[config.mk]
export PLATFORM = sky130hd
export DESIGN_NAME = attitude_packet_framer
export DESIGN_NICKNAME = d
export VERILOG_FILES = /design/src/verilog/attitude_packet_framer.v /design/src/verilog/frame_checksum.v
export VERILOG_INCLUDE_DIRS = /design/src /design/src/verilog
export SDC_FILE = /design/constraint.sdc
export NUM_CORES = 1
export LEC_CHECK = 0
export BUFFER_PORTS_ARGS = -buffer_cell sky130_fd_sc_hd__buf_4
export CELL_PAD_IN_SITES_DETAIL_PLACEMENT = 1
export CELL_PAD_IN_SITES_GLOBAL_PLACEMENT = 2
export CORE_UTILIZATION = 41
export CTS_BUF_LIST = sky130_fd_sc_hd__clkbuf_2 sky130_fd_sc_hd__clkbuf_4 sky130_fd_sc_hd__clkbuf_8
export DETAILED_ROUTE_END_ITERATION = 10
export GPL_ROUTABILITY_DRIVEN = 0
export PLACE_DENSITY = 0.91
export SYNTH_ARGS = -nofsm -noshare
export SYNTH_HDL_FRONTEND = slang
export SYNTH_HIERARCHICAL = 1
export SYNTH_SLANG_ARGS = --single-unit
[constraint.sdc]
create_clock -name clk_sys -period 7.72 [get_ports clk_sys]
set_clock_uncertainty 0.05 [all_clocks]
set_input_delay 1.544 -clock clk_sys [delete_from_list [all_inputs] [get_ports clk_sys]]
set_output_delay 1.544 -clock clk_sys [all_outputs]
set_load 0.01 [all_outputs]
[src/verilog/attitude_packet_framer_defines.vh]
// Constants for the attitude packet framer: offsets, fields, reset values, timing.
// Assumes inclusion by bare name from the framer design files.
`ifndef ATTITUDE_PACKET_FRAMER_DEFINES_VH
`define ATTITUDE_PACKET_FRAMER_DEFINES_VH

// Sync header bytes, first then second
`define HDR_FIRST 8'hAA
`define HDR_SECOND 8'h55

// Byte positions inside one packet
`define PKT_LAST_BYTE 5'd25
`define CSUM_FIRST_BYTE 5'd2
`define CSUM_LAST_BYTE 5'd23

// Checksum divisor, one bit wider than the sum word
`define CSUM_DIV 17'h0FFFF

// Clock rate and default output rate
`define CLK_HZ 36'd100000000
`define RATE_HZ 36'd100
`define PERIOD_CYC (`CLK_HZ / `RATE_HZ)

// Level time before full accuracy, in seconds, and in cycles
`define INIT_TIME_S 36'd90
`define INIT_CYC (`INIT_TIME_S * `CLK_HZ)

// Soft failure persistence limit, in packets
`define SOFT_LIMIT 12'd2100

// APB register byte offsets
`define REG_MODEL 8'h00
`define REG_PERIOD 8'h04
`define REG_STATUS 8'h08
`define REG_COUNT 8'h0C

// Register reset values
`define MODEL_RST 16'h0000

// Health word bit positions
`define HB_HARD 0
`define HB_SOFT 1
`define HB_NRDY 2
`define HB_COMM 4
`define HB_TURN 8
`define HB_ALG_LO 9
`define HB_ALG_HI 10
`define HB_MAGCAL 11

// Algorithm status codes for health bits 10:9
`define ALG_NOT_READY 2'b11
`define ALG_INIT 2'b10
`define ALG_GYRO_ONLY 2'b01
`define ALG_FULL 2'b00

`endif

[src/verilog/attitude_packet_framer.v]
// Packet framer of an attitude sensor unit: 26-byte packets to a byte serialiser.
// Assumes a UART taking bytes on valid/ready, an APB master, one 100 MHz clock.
//
// Summary of operation
// - Packet opens with bytes AA then 55.
// - Each 16-bit word goes high byte first.
// - Measurements are signed two's complement words.
// - Angles, rates, accelerations follow header in order.
// - Model number, then health word follow accelerations.
// - Checksum word ends packet, high byte first.
// - Checksum is content sum modulo 0xFFFF.
// - Default 100 packets/s; rate rewritable over APB, new period applied at a period boundary.
// - Packets stream continuously from reset, unrequested.
// - Received serial bytes are ignored entirely.
// - Next sample captured while current packet sends.
// - Packet bytes leave over serial port last.
// - Calibration mode marks data as not valid.
// - Over-range is reported inside the packet.
// - Over-range restarts init; 90 s level needed.
// - Health bits 10:9 carry algorithm state.
// - Soft failure past 2100 packets latches hard.
// - Health bit 4 flags serial port errors.
`timescale 1ns/1ns
`default_nettype none
`include "attitude_packet_framer_defines.vh"

module attitude_packet_framer #(
  parameter [35:0] PERIOD_CYCLES = `PERIOD_CYC, // Default sample period
  parameter [35:0] INIT_CYCLES = `INIT_CYC // Level time to full accuracy
) (
  // Clock and reset
  input wire clk_sys,
  input wire sys_rst,
  // APB slave
  input wire [7:0] paddr,
  input wire psel,
  input wire penable,
  input wire pwrite,
  input wire [31:0] pwdata,
  output reg [31:0] prdata,
  output reg pready,
  output reg pslverr,
  // Measurements, roll angle in the top word
  input wire meas_valid,
  input wire [143:0] meas_words,
  // Status from the processing logic
  input wire over_range,
  input wire level_ok,
  input wire gyro_only,
  input wire soft_fail,
  input wire turn_det,
  input wire rx_err,
  // Pins from outside the clock domain
  input wire cal_pin,
  input wire rx_pin,
  // Byte stream to the serialiser
  output reg [7:0] tx_data,
  output reg tx_valid,
  input wire tx_ready
);

  // Algorithm states
  localparam [2:0] A_NRDY = 3'b001;
  localparam [2:0] A_INIT = 3'b010;
  localparam [2:0] A_FULL = 3'b100;

  // Packet states
  localparam [1:0] P_IDLE = 2'b01;
  localparam [1:0] P_SEND = 2'b10;

  // Calibration pin synchroniser
  reg cal_s1; // First stage, read by cal_s2 only
  reg cal_s2; // Safe level

  always @(posedge clk_sys) begin
    if (sys_rst) begin
      cal_s1 <= 1'b0;
      cal_s2 <= 1'b0;
    end else begin
      cal_s1 <= cal_pin;
      cal_s2 <= cal_s1;
    end
  end

  // The receive pin is deliberately left unread: no byte can steer the block
  wire rx_unused = rx_pin;

  // Sample snapshot, refilled while a packet is on the wire
  reg [143:0] snap; // Latest processed sample
  reg seen_sample; // At least one sample arrived

  always @(posedge clk_sys) begin
    if (sys_rst) begin
      snap <= 144'h0;
      seen_sample <= 1'b0;
    end else if (meas_valid) begin
      snap <= meas_words;
      seen_sample <= 1'b1;
    end
  end

  // Register file state
  reg [15:0] model_cfg; // Model configuration word
  reg [31:0] period; // Requested sample period, cycles
  reg [31:0] pkt_count; // Packets started
  wire [15:0] health; // Live health word
  reg [1:0] algo; // Encoded algorithm state
  reg [31:0] rd_val; // Read mux
  reg map_ok; // Address decodes

  // Read decode; unmapped addresses answer with an error
  always @* begin
    map_ok = 1'b1;
    case (paddr)
      `REG_MODEL: rd_val = {16'h0000, model_cfg};
      `REG_PERIOD: rd_val = period;
      `REG_STATUS: rd_val = {14'h0000, algo, health};
      `REG_COUNT: rd_val = pkt_count;
      default: begin
        rd_val = 32'h0;
        map_ok = 1'b0;
      end
    endcase
  end

  // APB slave: one wait state, write lands on the edge pready is seen
  always @(posedge clk_sys) begin
    if (sys_rst) begin
      pready <= 1'b0;
      prdata <= 32'h0;
      pslverr <= 1'b0;
      model_cfg <= `MODEL_RST;
      period <= PERIOD_CYCLES[31:0];
    end else begin
      pready <= psel & penable & ~pready;
      if (psel && penable && !pready) begin
        prdata <= pwrite ? 32'h0 : rd_val;
        pslverr <= ~map_ok;
      end else begin
        pslverr <= 1'b0;
      end
      // Write completes
      if (psel && penable && pready && pwrite) begin
        if (paddr == `REG_MODEL) begin
          model_cfg <= pwdata[15:0];
        end
        if (paddr == `REG_PERIOD) begin
          period <= pwdata;
        end
      end
    end
  end

  // Sample-period timer; a new period value applies only at a boundary
  reg [31:0] rate_cnt; // Cycles into the period
  reg [31:0] cur_period; // Period in force
  reg pend; // A packet is owed
  wire tick; // Period boundary
  wire start; // Packet begins
  reg [1:0] pst; // Packet state

  assign tick = ({1'b0, rate_cnt} + 33'h1) >= {1'b0, cur_period};
  assign start = (pst == P_IDLE) && pend;

  always @(posedge clk_sys) begin
    if (sys_rst) begin
      rate_cnt <= 32'h0;
      cur_period <= PERIOD_CYCLES[31:0];
      pend <= 1'b0;
    end else begin
      if (tick) begin
        rate_cnt <= 32'h0;
        cur_period <= period;
      end else begin
        rate_cnt <= rate_cnt + 32'h1;
      end
      // Set wins; a tick while still owed is merged, so at most one per period
      if (tick) begin
        pend <= 1'b1;
      end else if (start) begin
        pend <= 1'b0;
      end
    end
  end

  // Algorithm state machine
  reg [2:0] ast; // Current state
  reg [35:0] init_cnt; // Consecutive level cycles

  always @(posedge clk_sys) begin
    if (sys_rst) begin
      ast <= A_NRDY;
      init_cnt <= 36'h0;
    end else begin
      case (ast)
        A_NRDY: begin
          init_cnt <= 36'h0;
          if (seen_sample && !over_range) begin
            ast <= A_INIT;
          end
        end
        A_INIT: begin
          if (over_range) begin
            ast <= A_NRDY;
          end else if (!level_ok) begin
            init_cnt <= 36'h0; // Level time must be unbroken
          end else if (init_cnt >= INIT_CYCLES - 36'h1) begin
            ast <= A_FULL;
          end else begin
            init_cnt <= init_cnt + 36'h1;
          end
        end
        A_FULL: begin
          if (over_range) begin
            ast <= A_NRDY;
          end
        end
        default: ast <= A_NRDY;
      endcase
    end
  end

  // State to health code
  always @* begin
    case (ast)
      A_INIT: algo = `ALG_INIT;
      A_FULL: algo = gyro_only ? `ALG_GYRO_ONLY : `ALG_FULL;
      default: algo = `ALG_NOT_READY;
    endcase
  end

  // Soft failure persistence and serial error flag
  reg [11:0] soft_cnt; // Packets with soft failure in a row
  reg hard_fail; // Latched until reset
  reg comm_err; // Serial error since last packet

  always @(posedge clk_sys) begin
    if (sys_rst) begin
      soft_cnt <= 12'h000;
      hard_fail <= 1'b0;
      comm_err <= 1'b0;
    end else begin
      if (start) begin
        if (!soft_fail) begin
          soft_cnt <= 12'h000;
        end else if (soft_cnt >= `SOFT_LIMIT) begin
          hard_fail <= 1'b1;
        end else begin
          soft_cnt <= soft_cnt + 12'h001;
        end
      end
      // Error arriving as the packet starts is kept for the next one
      if (rx_err) begin
        comm_err <= 1'b1;
      end else if (start) begin
        comm_err <= 1'b0;
      end
    end
  end

  // Health word assembly
  reg [15:0] hw; // Working copy

  always @* begin
    hw = 16'h0000;
    hw[`HB_HARD] = hard_fail;
    hw[`HB_SOFT] = soft_fail | hard_fail;
    hw[`HB_NRDY] = (ast == A_NRDY) | cal_s2;
    hw[`HB_COMM] = comm_err;
    hw[`HB_TURN] = turn_det;
    hw[`HB_ALG_HI] = algo[1];
    hw[`HB_ALG_LO] = algo[0];
    hw[`HB_MAGCAL] = cal_s2;
  end

  assign health = hw;

  // Packet contents frozen at start so fresh samples cannot tear a packet
  reg [143:0] frm_words; // Measurement words
  reg [15:0] frm_model; // Model number
  reg [15:0] frm_health; // Health word
  wire [15:0] csum; // Checksum through current byte
  wire [207:0] frame; // Whole packet, byte 0 on top
  reg [4:0] idx; // Index of byte in tx_data
  wire [4:0] sel_idx; // Index of byte to load next
  wire [4:0] rix; // Byte position from the bottom
  wire accept; // Serialiser took a byte
  wire sum_en; // Byte counts toward checksum

  // Header, words MSB first, then model, health, checksum
  assign frame = {`HDR_FIRST, `HDR_SECOND, frm_words, frm_model, frm_health, csum};
  assign sel_idx = start ? 5'd0 : idx + 5'd1;
  assign rix = `PKT_LAST_BYTE - sel_idx;
  assign accept = tx_valid & tx_ready;
  assign sum_en = accept && (idx >= `CSUM_FIRST_BYTE) && (idx <= `CSUM_LAST_BYTE);

  // Checksum over content bytes as they leave
  frame_checksum u_csum (
    .clk_sys(clk_sys),
    .sys_rst(sys_rst),
    .clr(start),
    .add_en(sum_en),
    .byte_in(tx_data),
    .sum_next(csum)
  );

  // Packet sender: bytes go out back to back with no gaps of foreign data
  always @(posedge clk_sys) begin
    if (sys_rst) begin
      pst <= P_IDLE;
      idx <= 5'd0;
      tx_data <= 8'h00;
      tx_valid <= 1'b0;
      frm_words <= 144'h0;
      frm_model <= `MODEL_RST;
      frm_health <= 16'h0000;
      pkt_count <= 32'h0;
    end else begin
      case (pst)
        P_IDLE: begin
          if (start) begin
            // Calibration output is zeroed and flagged as not valid
            frm_words <= cal_s2 ? 144'h0 : snap;
            frm_model <= model_cfg;
            frm_health <= health;
            pkt_count <= pkt_count + 32'h1;
            idx <= sel_idx;
            tx_data <= frame[{rix, 3'b000} +: 8];
            tx_valid <= 1'b1;
            pst <= P_SEND;
          end
        end
        P_SEND: begin
          if (accept) begin
            if (idx == `PKT_LAST_BYTE) begin
              tx_valid <= 1'b0;
              pst <= P_IDLE;
            end else begin
              idx <= sel_idx;
              tx_data <= frame[{rix, 3'b000} +: 8];
            end
          end
        end
        default: begin
          pst <= P_IDLE;
          tx_valid <= 1'b0;
        end
      endcase
    end
  end

endmodule // attitude_packet_framer
`default_nettype wire

[src/verilog/frame_checksum.v]
// Running checksum of packet bytes, kept as a remainder modulo 0xFFFF.
// Assumes one clock, synchronous active-high reset, clear at packet start.
`timescale 1ns/1ns
`default_nettype none
`include "attitude_packet_framer_defines.vh"

module frame_checksum (
  // Clock and reset
  input wire clk_sys,
  input wire sys_rst,
  // Byte feed
  input wire clr,
  input wire add_en,
  input wire [7:0] byte_in,
  // Sum including the byte being added now
  output reg [15:0] sum_next
);

  reg [15:0] acc; // Remainder so far, always below 0xFFFF
  reg [16:0] raw; // Remainder plus new byte
  reg [16:0] wrapped; // Raw less the divisor, used once raw reaches it

  // Reducing each step keeps the sum exact without a wide accumulator
  always @* begin
    raw = {1'b0, acc} + {9'h000, byte_in};
    wrapped = raw - `CSUM_DIV;
    if (!add_en) begin
      sum_next = acc;
    end else if (raw >= `CSUM_DIV) begin
      sum_next = wrapped[15:0];
    end else begin
      sum_next = raw[15:0];
    end
  end

  // Accumulator register
  always @(posedge clk_sys) begin
    if (sys_rst || clr) begin
      acc <= 16'h0000;
    end else begin
      acc <= sum_next;
    end
  end

endmodule // frame_checksum
`default_nettype wire

==> results of run 1 <==
[cell usage after synthesis, drive strengths merged (39+ instances only)]
library cell	number
dfxtp	578
nand2	451
nor2	337
a21oi	328
mux2i	218
clkbuf	175
nand3b	130
nand3	91
o21ai	67
inv	56
buf	54
ha	50
xor2	50
xnor2	47
nor3	42
nor2b	39
[sequential cells by signal, summed over array words and instances (netlist names), 12 cells and up]
register,cells
u_csum/acc,16
pkt_count,32
rate_cnt,32
model_cfg,16
prdata,32
init_cnt,36
period,32
cur_period,32
snap,144
soft_cnt,12
frm_words,144
frm_model,16
[metal layers]
layer  share of wire [%]  track usage (%)  vias up
met1                  47            34.52    11680
li1                    -                -    11210
met2                  47            41.37      488
met5                   0                0        -
met3                 4.0            3.401      114
met4                 1.9            7.077        0
[cell type report]
class | count | share of cell area, %
well taps | 846 | 3.409
clock inverters | 19 | 0.4917
multi-input cells | 2263 | 44.84
diodes | 7 | 0.05642
inverters | 57 | 0.7052
flip-flops and latches | 578 | 37.29
repair buffers | 265 | 6.452
clock buffers | 167 | 6.758
[cells by family after synthesis]
family	Yosys count	share of synthesized area [%]
fa+ha+maj	51	2.428
flops	578	43.52
buf+inv	286	4.254
xor+xnor	97	3.195
simple gates	1265	22.86
compound gates	605	14.08
mux	245	9.661
[stage by stage]
stage / total power (W) / hold WS (ns) / util, % / setup WS, ns / instances
after global routing: 0.006697 / 0.4170 / 48.86 / 2.153 / 4202
after CTS: 0.006533 / 0.3984 / 48.83 / 2.612 / 4195
final: 0.006468 / 0.3953 / 48.86 / 2.508 / 4202
after detailed placement: 0.003461 / 0.3849 / 45.29 / 2.559 / 4009
after global placement: 0.003447 / 0.3813 / 45.29 / 2.697 / 4009
after floorplan: 0.003304 / 0.3638 / - / 3.521 / 3127
[power breakdown]
group	leakage (nW)	total [W]	switching [W]	internal, W
combinational	6.50	0.000324	0.000179	0.000144
sequential	4.69	0.00307	0.0000384	0.00303
clock	1.20	0.00307	0.00134	0.00173
total	12.4	0.00647	0.00156	0.00491
[worst paths after layout]
| path | cells past startpoint | slack (ns) | startpoint | endpoint |
|---|---|---|---|---|
| setup / recovery | 13 | 2.51 | idx[0] | tx_data[3] |
| hold / removal | 1 | 0.40 | cal_s1 | cal_s2 |
| setup reg to reg | 13 | 2.51 | idx[0] | tx_data[3] |
| hold reg to reg | 1 | 0.40 | cal_s1 | cal_s2 |
==> flow_summary.toml, run 1 <==
[critical_path]
crit_type = "flop to flop"
cp_cell_sequence = "ha_1, nor2_1, o21ai_0, and4_1, clkinv_1, or4_1, nand3_1, a21oi_1, nor2_1, a211oi_1, a311oi_1, a211oi_1, o31ai_1"
start_kind = "flop"
worstPathArrival_ns = 5.77
max_stage_delay_ns = 0.93
required_ns = 8.28
crit_fanout = 42
cp_slowest_cell = "dfxtp_2"
end_kind = "flop"
critPathTopFamily = "simple AND/OR/NAND/NOR gates"
critPathBufInv = 1

[routing]
vias_per_cell = 5.589
drc = 0
wl_per_cell_um = 20.19
drt_iter0_drc = 1459
vias = 23490
drt-pass1-iter-count = 5
wl_mm = 84.84
drtAntennaViolNets = 0

[finish]
final_area_um2 = 31050
final_nets = 3515
multi_input_area_um2 = 13920
final_cell_mix = "dfxtp_1 (576), nand2_1 (451), nor2_1 (337)"
seq_area_um2 = 11580
drive_gt1_share_pct = 15.56
layout_commonest_cell = "dfxtp_1"
area_growth_syn_to_layout_pct = 16.77
nFillCells = 7544

[clocking]
htreeDepth = 3
cts_sinks = 578
cts.path.max_buffers = 3
cts_setup_buffers = 0
ctsHoldBuffers = 0
clock_latency_ns = 0.71
cts_resized = 0
cts_tree = "done"
cts_inserted_buffers = 100
path_clk_slew_ns = 0.06
root_buffer = "clkbuf_8"

[synth]
syn_inst = 3127
yosysWarnings = 6
synth_top_flop_cell = "dfxtp_1"
synth_cell_type_count = 87
synth_top_area_cell = "dfxtp_1"
syn_nets = 3377
synth_top_area_share_pct = 43.52
syn_avg_cell_area_um2 = 8.503
synthArstFlopShare_pct = 0
synth_area_um2 = 26590
ys_ff_latch = 578
yosys-top-cells-area = "dfxtp_1 (44%), mux2i_1 (8.2%), nand2_1 (6.4%)"
ys_seq_area_share_pct = 43.52
synth-edff-count = 0

[run]
drv_cap = 0

[grt]
grt-ovfl-total = 0
grt_pass1_vias = 24200
antenna_found_initial = 7
grt_max_degree = 125
track_usage_pct = 25.22
grt_pass1_wl_mm = 134.9

[sta]
worstMarginPinSlew_ns = 1.245
relSlewSlack_pct = 16.66
grt_setup_unrepaired = "no"
hold_viol_final = 0
min_period_over_period_pct = 67.52
setup_viol_count_final = 0
slew_violations = 0
tns_ns = 0
final.min_clock_period_ns = 5.212
fmax_mhz = 191.9

[placed_design]
numPortBuffers = 240
place_area_um2 = 28780
dp_hpwl_mm = 58.29

[floorplanning]
rows = 92
start_util_pct = 41.85
chipWidth_um = 256.7
coreArea_um2 = 63540
die-area_um2 = 65870
io_pins = 242
chipHeight_um = 256.7

[power]
power.density_nw_per_um2 = 208.3
ir_drop_mv = 0.1136
leakagePower_nw = 12.38

[outcome]
status = "complete, no violations"

[worst_hold_path]
min_path_type = "flop to flop"
Note: power is estimated with default switching activity, not from simulation.
==> run 2, diff against run 1 <==
--- a/config.mk
+++ b/config.mk
@@ -9,11 +9,11 @@
 export BUFFER_PORTS_ARGS = -buffer_cell sky130_fd_sc_hd__buf_4
 export CELL_PAD_IN_SITES_DETAIL_PLACEMENT = 1
 export CELL_PAD_IN_SITES_GLOBAL_PLACEMENT = 2
-export CORE_UTILIZATION = 41
+export CORE_UTILIZATION = 34
 export CTS_BUF_LIST = sky130_fd_sc_hd__clkbuf_2 sky130_fd_sc_hd__clkbuf_4 sky130_fd_sc_hd__clkbuf_8
 export DETAILED_ROUTE_END_ITERATION = 10
 export GPL_ROUTABILITY_DRIVEN = 0
-export PLACE_DENSITY = 0.91
+export PLACE_DENSITY = 0.81
 export SYNTH_ARGS = -nofsm -noshare
 export SYNTH_HDL_FRONTEND = slang
 export SYNTH_HIERARCHICAL = 1
==> constraint.sdc (replaced) <==
create_clock -name clk_sys -period 4.2 [get_ports clk_sys]
set_clock_uncertainty 0.05 [all_clocks]
set_input_delay 0.84 -clock clk_sys [delete_from_list [all_inputs] [get_ports clk_sys]]
set_output_delay 0.84 -clock clk_sys [all_outputs]
set_load 0.01 [all_outputs]
==> run 2 against run 1 <==
Effect of this change:
- non-clock buffer count rose by 53
- routed wire length is 4.9% higher
- sequential share of layout area down 1.1 points
- maximum frequency is 25% higher
- power increased by 86%
- hold slack lost 0.11 ns
- first-iteration DRC count down 7.8%
- critical path depth grew 6
- global-route usage shrank 3.3 points
- critical path type unchanged
==> flow_summary.toml, run 2 (synthesized netlist as in run 1, its figures left out) <==
[outcome]
status = "complete, no violations"

[floorplanning]
io_pins = 242
chipWidth_um = 281.7
chipHeight_um = 281.7
coreArea_um2 = 77470
rows = 102
die-area_um2 = 79330
start_util_pct = 34.32

[grt]
grt-ovfl-total = 0
grt_pass1_vias = 24270
track_usage_pct = 21.93
antenna_found_initial = 4
grt_max_degree = 166
grt_pass1_wl_mm = 137.9

[critical_path]
crit_fanout = 4
crit_type = "flop to flop"
end_kind = "flop"
start_kind = "flop"
required_ns = 4.76
worstPathArrival_ns = 4.72

[sta]
grt_setup_unrepaired = "yes"
setup_viol_count_final = 0
tns_ns = 0
fmax_mhz = 240.3
relSlewSlack_pct = 30.16
slew_violations = 0
worstMarginPinSlew_ns = 1.048
min_period_over_period_pct = 99.08
final.min_clock_period_ns = 4.161
hold_viol_final = 0

[power]
ir_drop_mv = 0.1999
power.density_nw_per_um2 = 375.1
leakagePower_nw = 12.81

[run]
drv_cap = 0

[finish]
layout_commonest_cell = "dfxtp_1"
final_nets = 3572
area_growth_syn_to_layout_pct = 20.43
final_area_um2 = 32020
drive_gt1_share_pct = 17.85
largestRegisters = "frm_words x144, snap x144, init_cnt x36"
final_cell_mix = "dfxtp_1 (573), nand2_1 (447), nor2_1 (337)"
final_util_pct = 41.33

[routing]
vias_per_cell = 5.287
wl_mm = 89.00
drt-pass1-iter-count = 5
drt_iter0_drc = 1345
drtAntennaViolNets = 0
vias = 23500
drc = 0
wl_per_cell_um = 20.02

[clocking]
cts_sinks = 578
root_buffer = "clkbuf_8"
cts_inserted_buffers = 104
htreeDepth = 3
cts_tree = "done"
clock_latency_ns = 0.73
path_clk_slew_ns = 0.06
cts.path.max_buffers = 3

[worst_hold_path]
min_path_type = "input pin to flop"

[placed_design]
dp_hpwl_mm = 61.59
numPortBuffers = 240
place_area_um2 = 29390
run 2: cell count changes in the layout (fill, tap and decap cells not counted), sizes merged:
cell | previous run | this run
buf | 264 | 317
bufinv | 0 | 2
clkbuf | 168 | 173
clkinv | 15 | 7
diode | 7 | 4
run 2: metrics by stage:
step / cells / hold slack (ns) / setup slack (ns) / total power [W]
4_1_cts: 4432 / 0.2273 / 0.0003193 / 0.01217
3_3_place_gp: 4246 / 0.3886 / -0.1025 / 0.006347
6_report: 4445 / 0.2832 / 0.03860 / 0.01201
2_1_floorplan: 3127 / 0.3638 / 0.0008864 / 0.006073
5_1_grt: 4444 / 0.2602 / -0.1184 / 0.01246
3_5_place_dp: 4246 / 0.3935 / -0.2170 / 0.006368
run 2: worst paths after layout:
check	end	slack, ns	cells after the start	startpoint
worst min-delay path	period[17]	0.28	3	pwdata[17]
worst min register to register	cal_s2	0.40	1	cal_s1
worst max-delay path	tx_data[4]	0.04	19	tx_data[0]
worst max register to register	tx_data[4]	0.04	19	tx_data[0]
run 2: power breakdown:
group	internal [W]	total, W	switching, W
logic	0.000269	0.000594	0.000324
registers	0.00558	0.00566	0.0000782
clock network	0.00333	0.00576	0.00243
run 2: final cells by class:
| type | instances | area (um^2) |
|---|---|---|
| antenna | 4 | 10.01 |
| clock buffer | 172 | 2142 |
| clock inverter | 13 | 142.6 |
| fill | 9101 | 45450 |
| inverter | 57 | 219.0 |
| multi-input combinational | 2263 | 14170 |
| sequential | 578 | 11580 |
| tap | 1040 | 1301 |
| timing repair buffer | 318 | 2455 |
run 2: worst max-delay path, stage by stage, from the launching register on:
cell and delay [ns]:
dfxtp_2 0.33, ha_4 0.16, fa_2 0.37, a211oi_4 0.23, buf_4 0.15, o31ai_4 0.10
a31oi_4 0.18, mux2i_1 0.24, o2111ai_2 0.20, buf_4 0.20, buf_4 0.14, nor4_4 0.31
buf_4 0.18, nor4b_1 0.05, nor3_1 0.17, a221oi_1 0.10, or2_2 0.34, a211oi_2 0.25
nor3_1 0.08, o31ai_1 0.22
run 2: timing repair:
item / CTS / global route
resized for setup: 13 / 43
endpoints found under the setup margin: 6 / 8
pin swaps: 9 / 39
hold buffers: 0 / 0
setup buffers: 1 / 10
run 2: metal layers:
| metal | share of wire, % | GRT usage (%) | vias to the layer above |
|---|---|---|---|
| li1 | - | - | 11330 |
| met1 | 47 | 29.53 | 11610 |
| met2 | 47 | 35.85 | 416 |
| met3 | 3.6 | 2.834 | 140 |
| met4 | 2.8 | 7.832 | 0 |
| met5 | 0 | 0 | - |
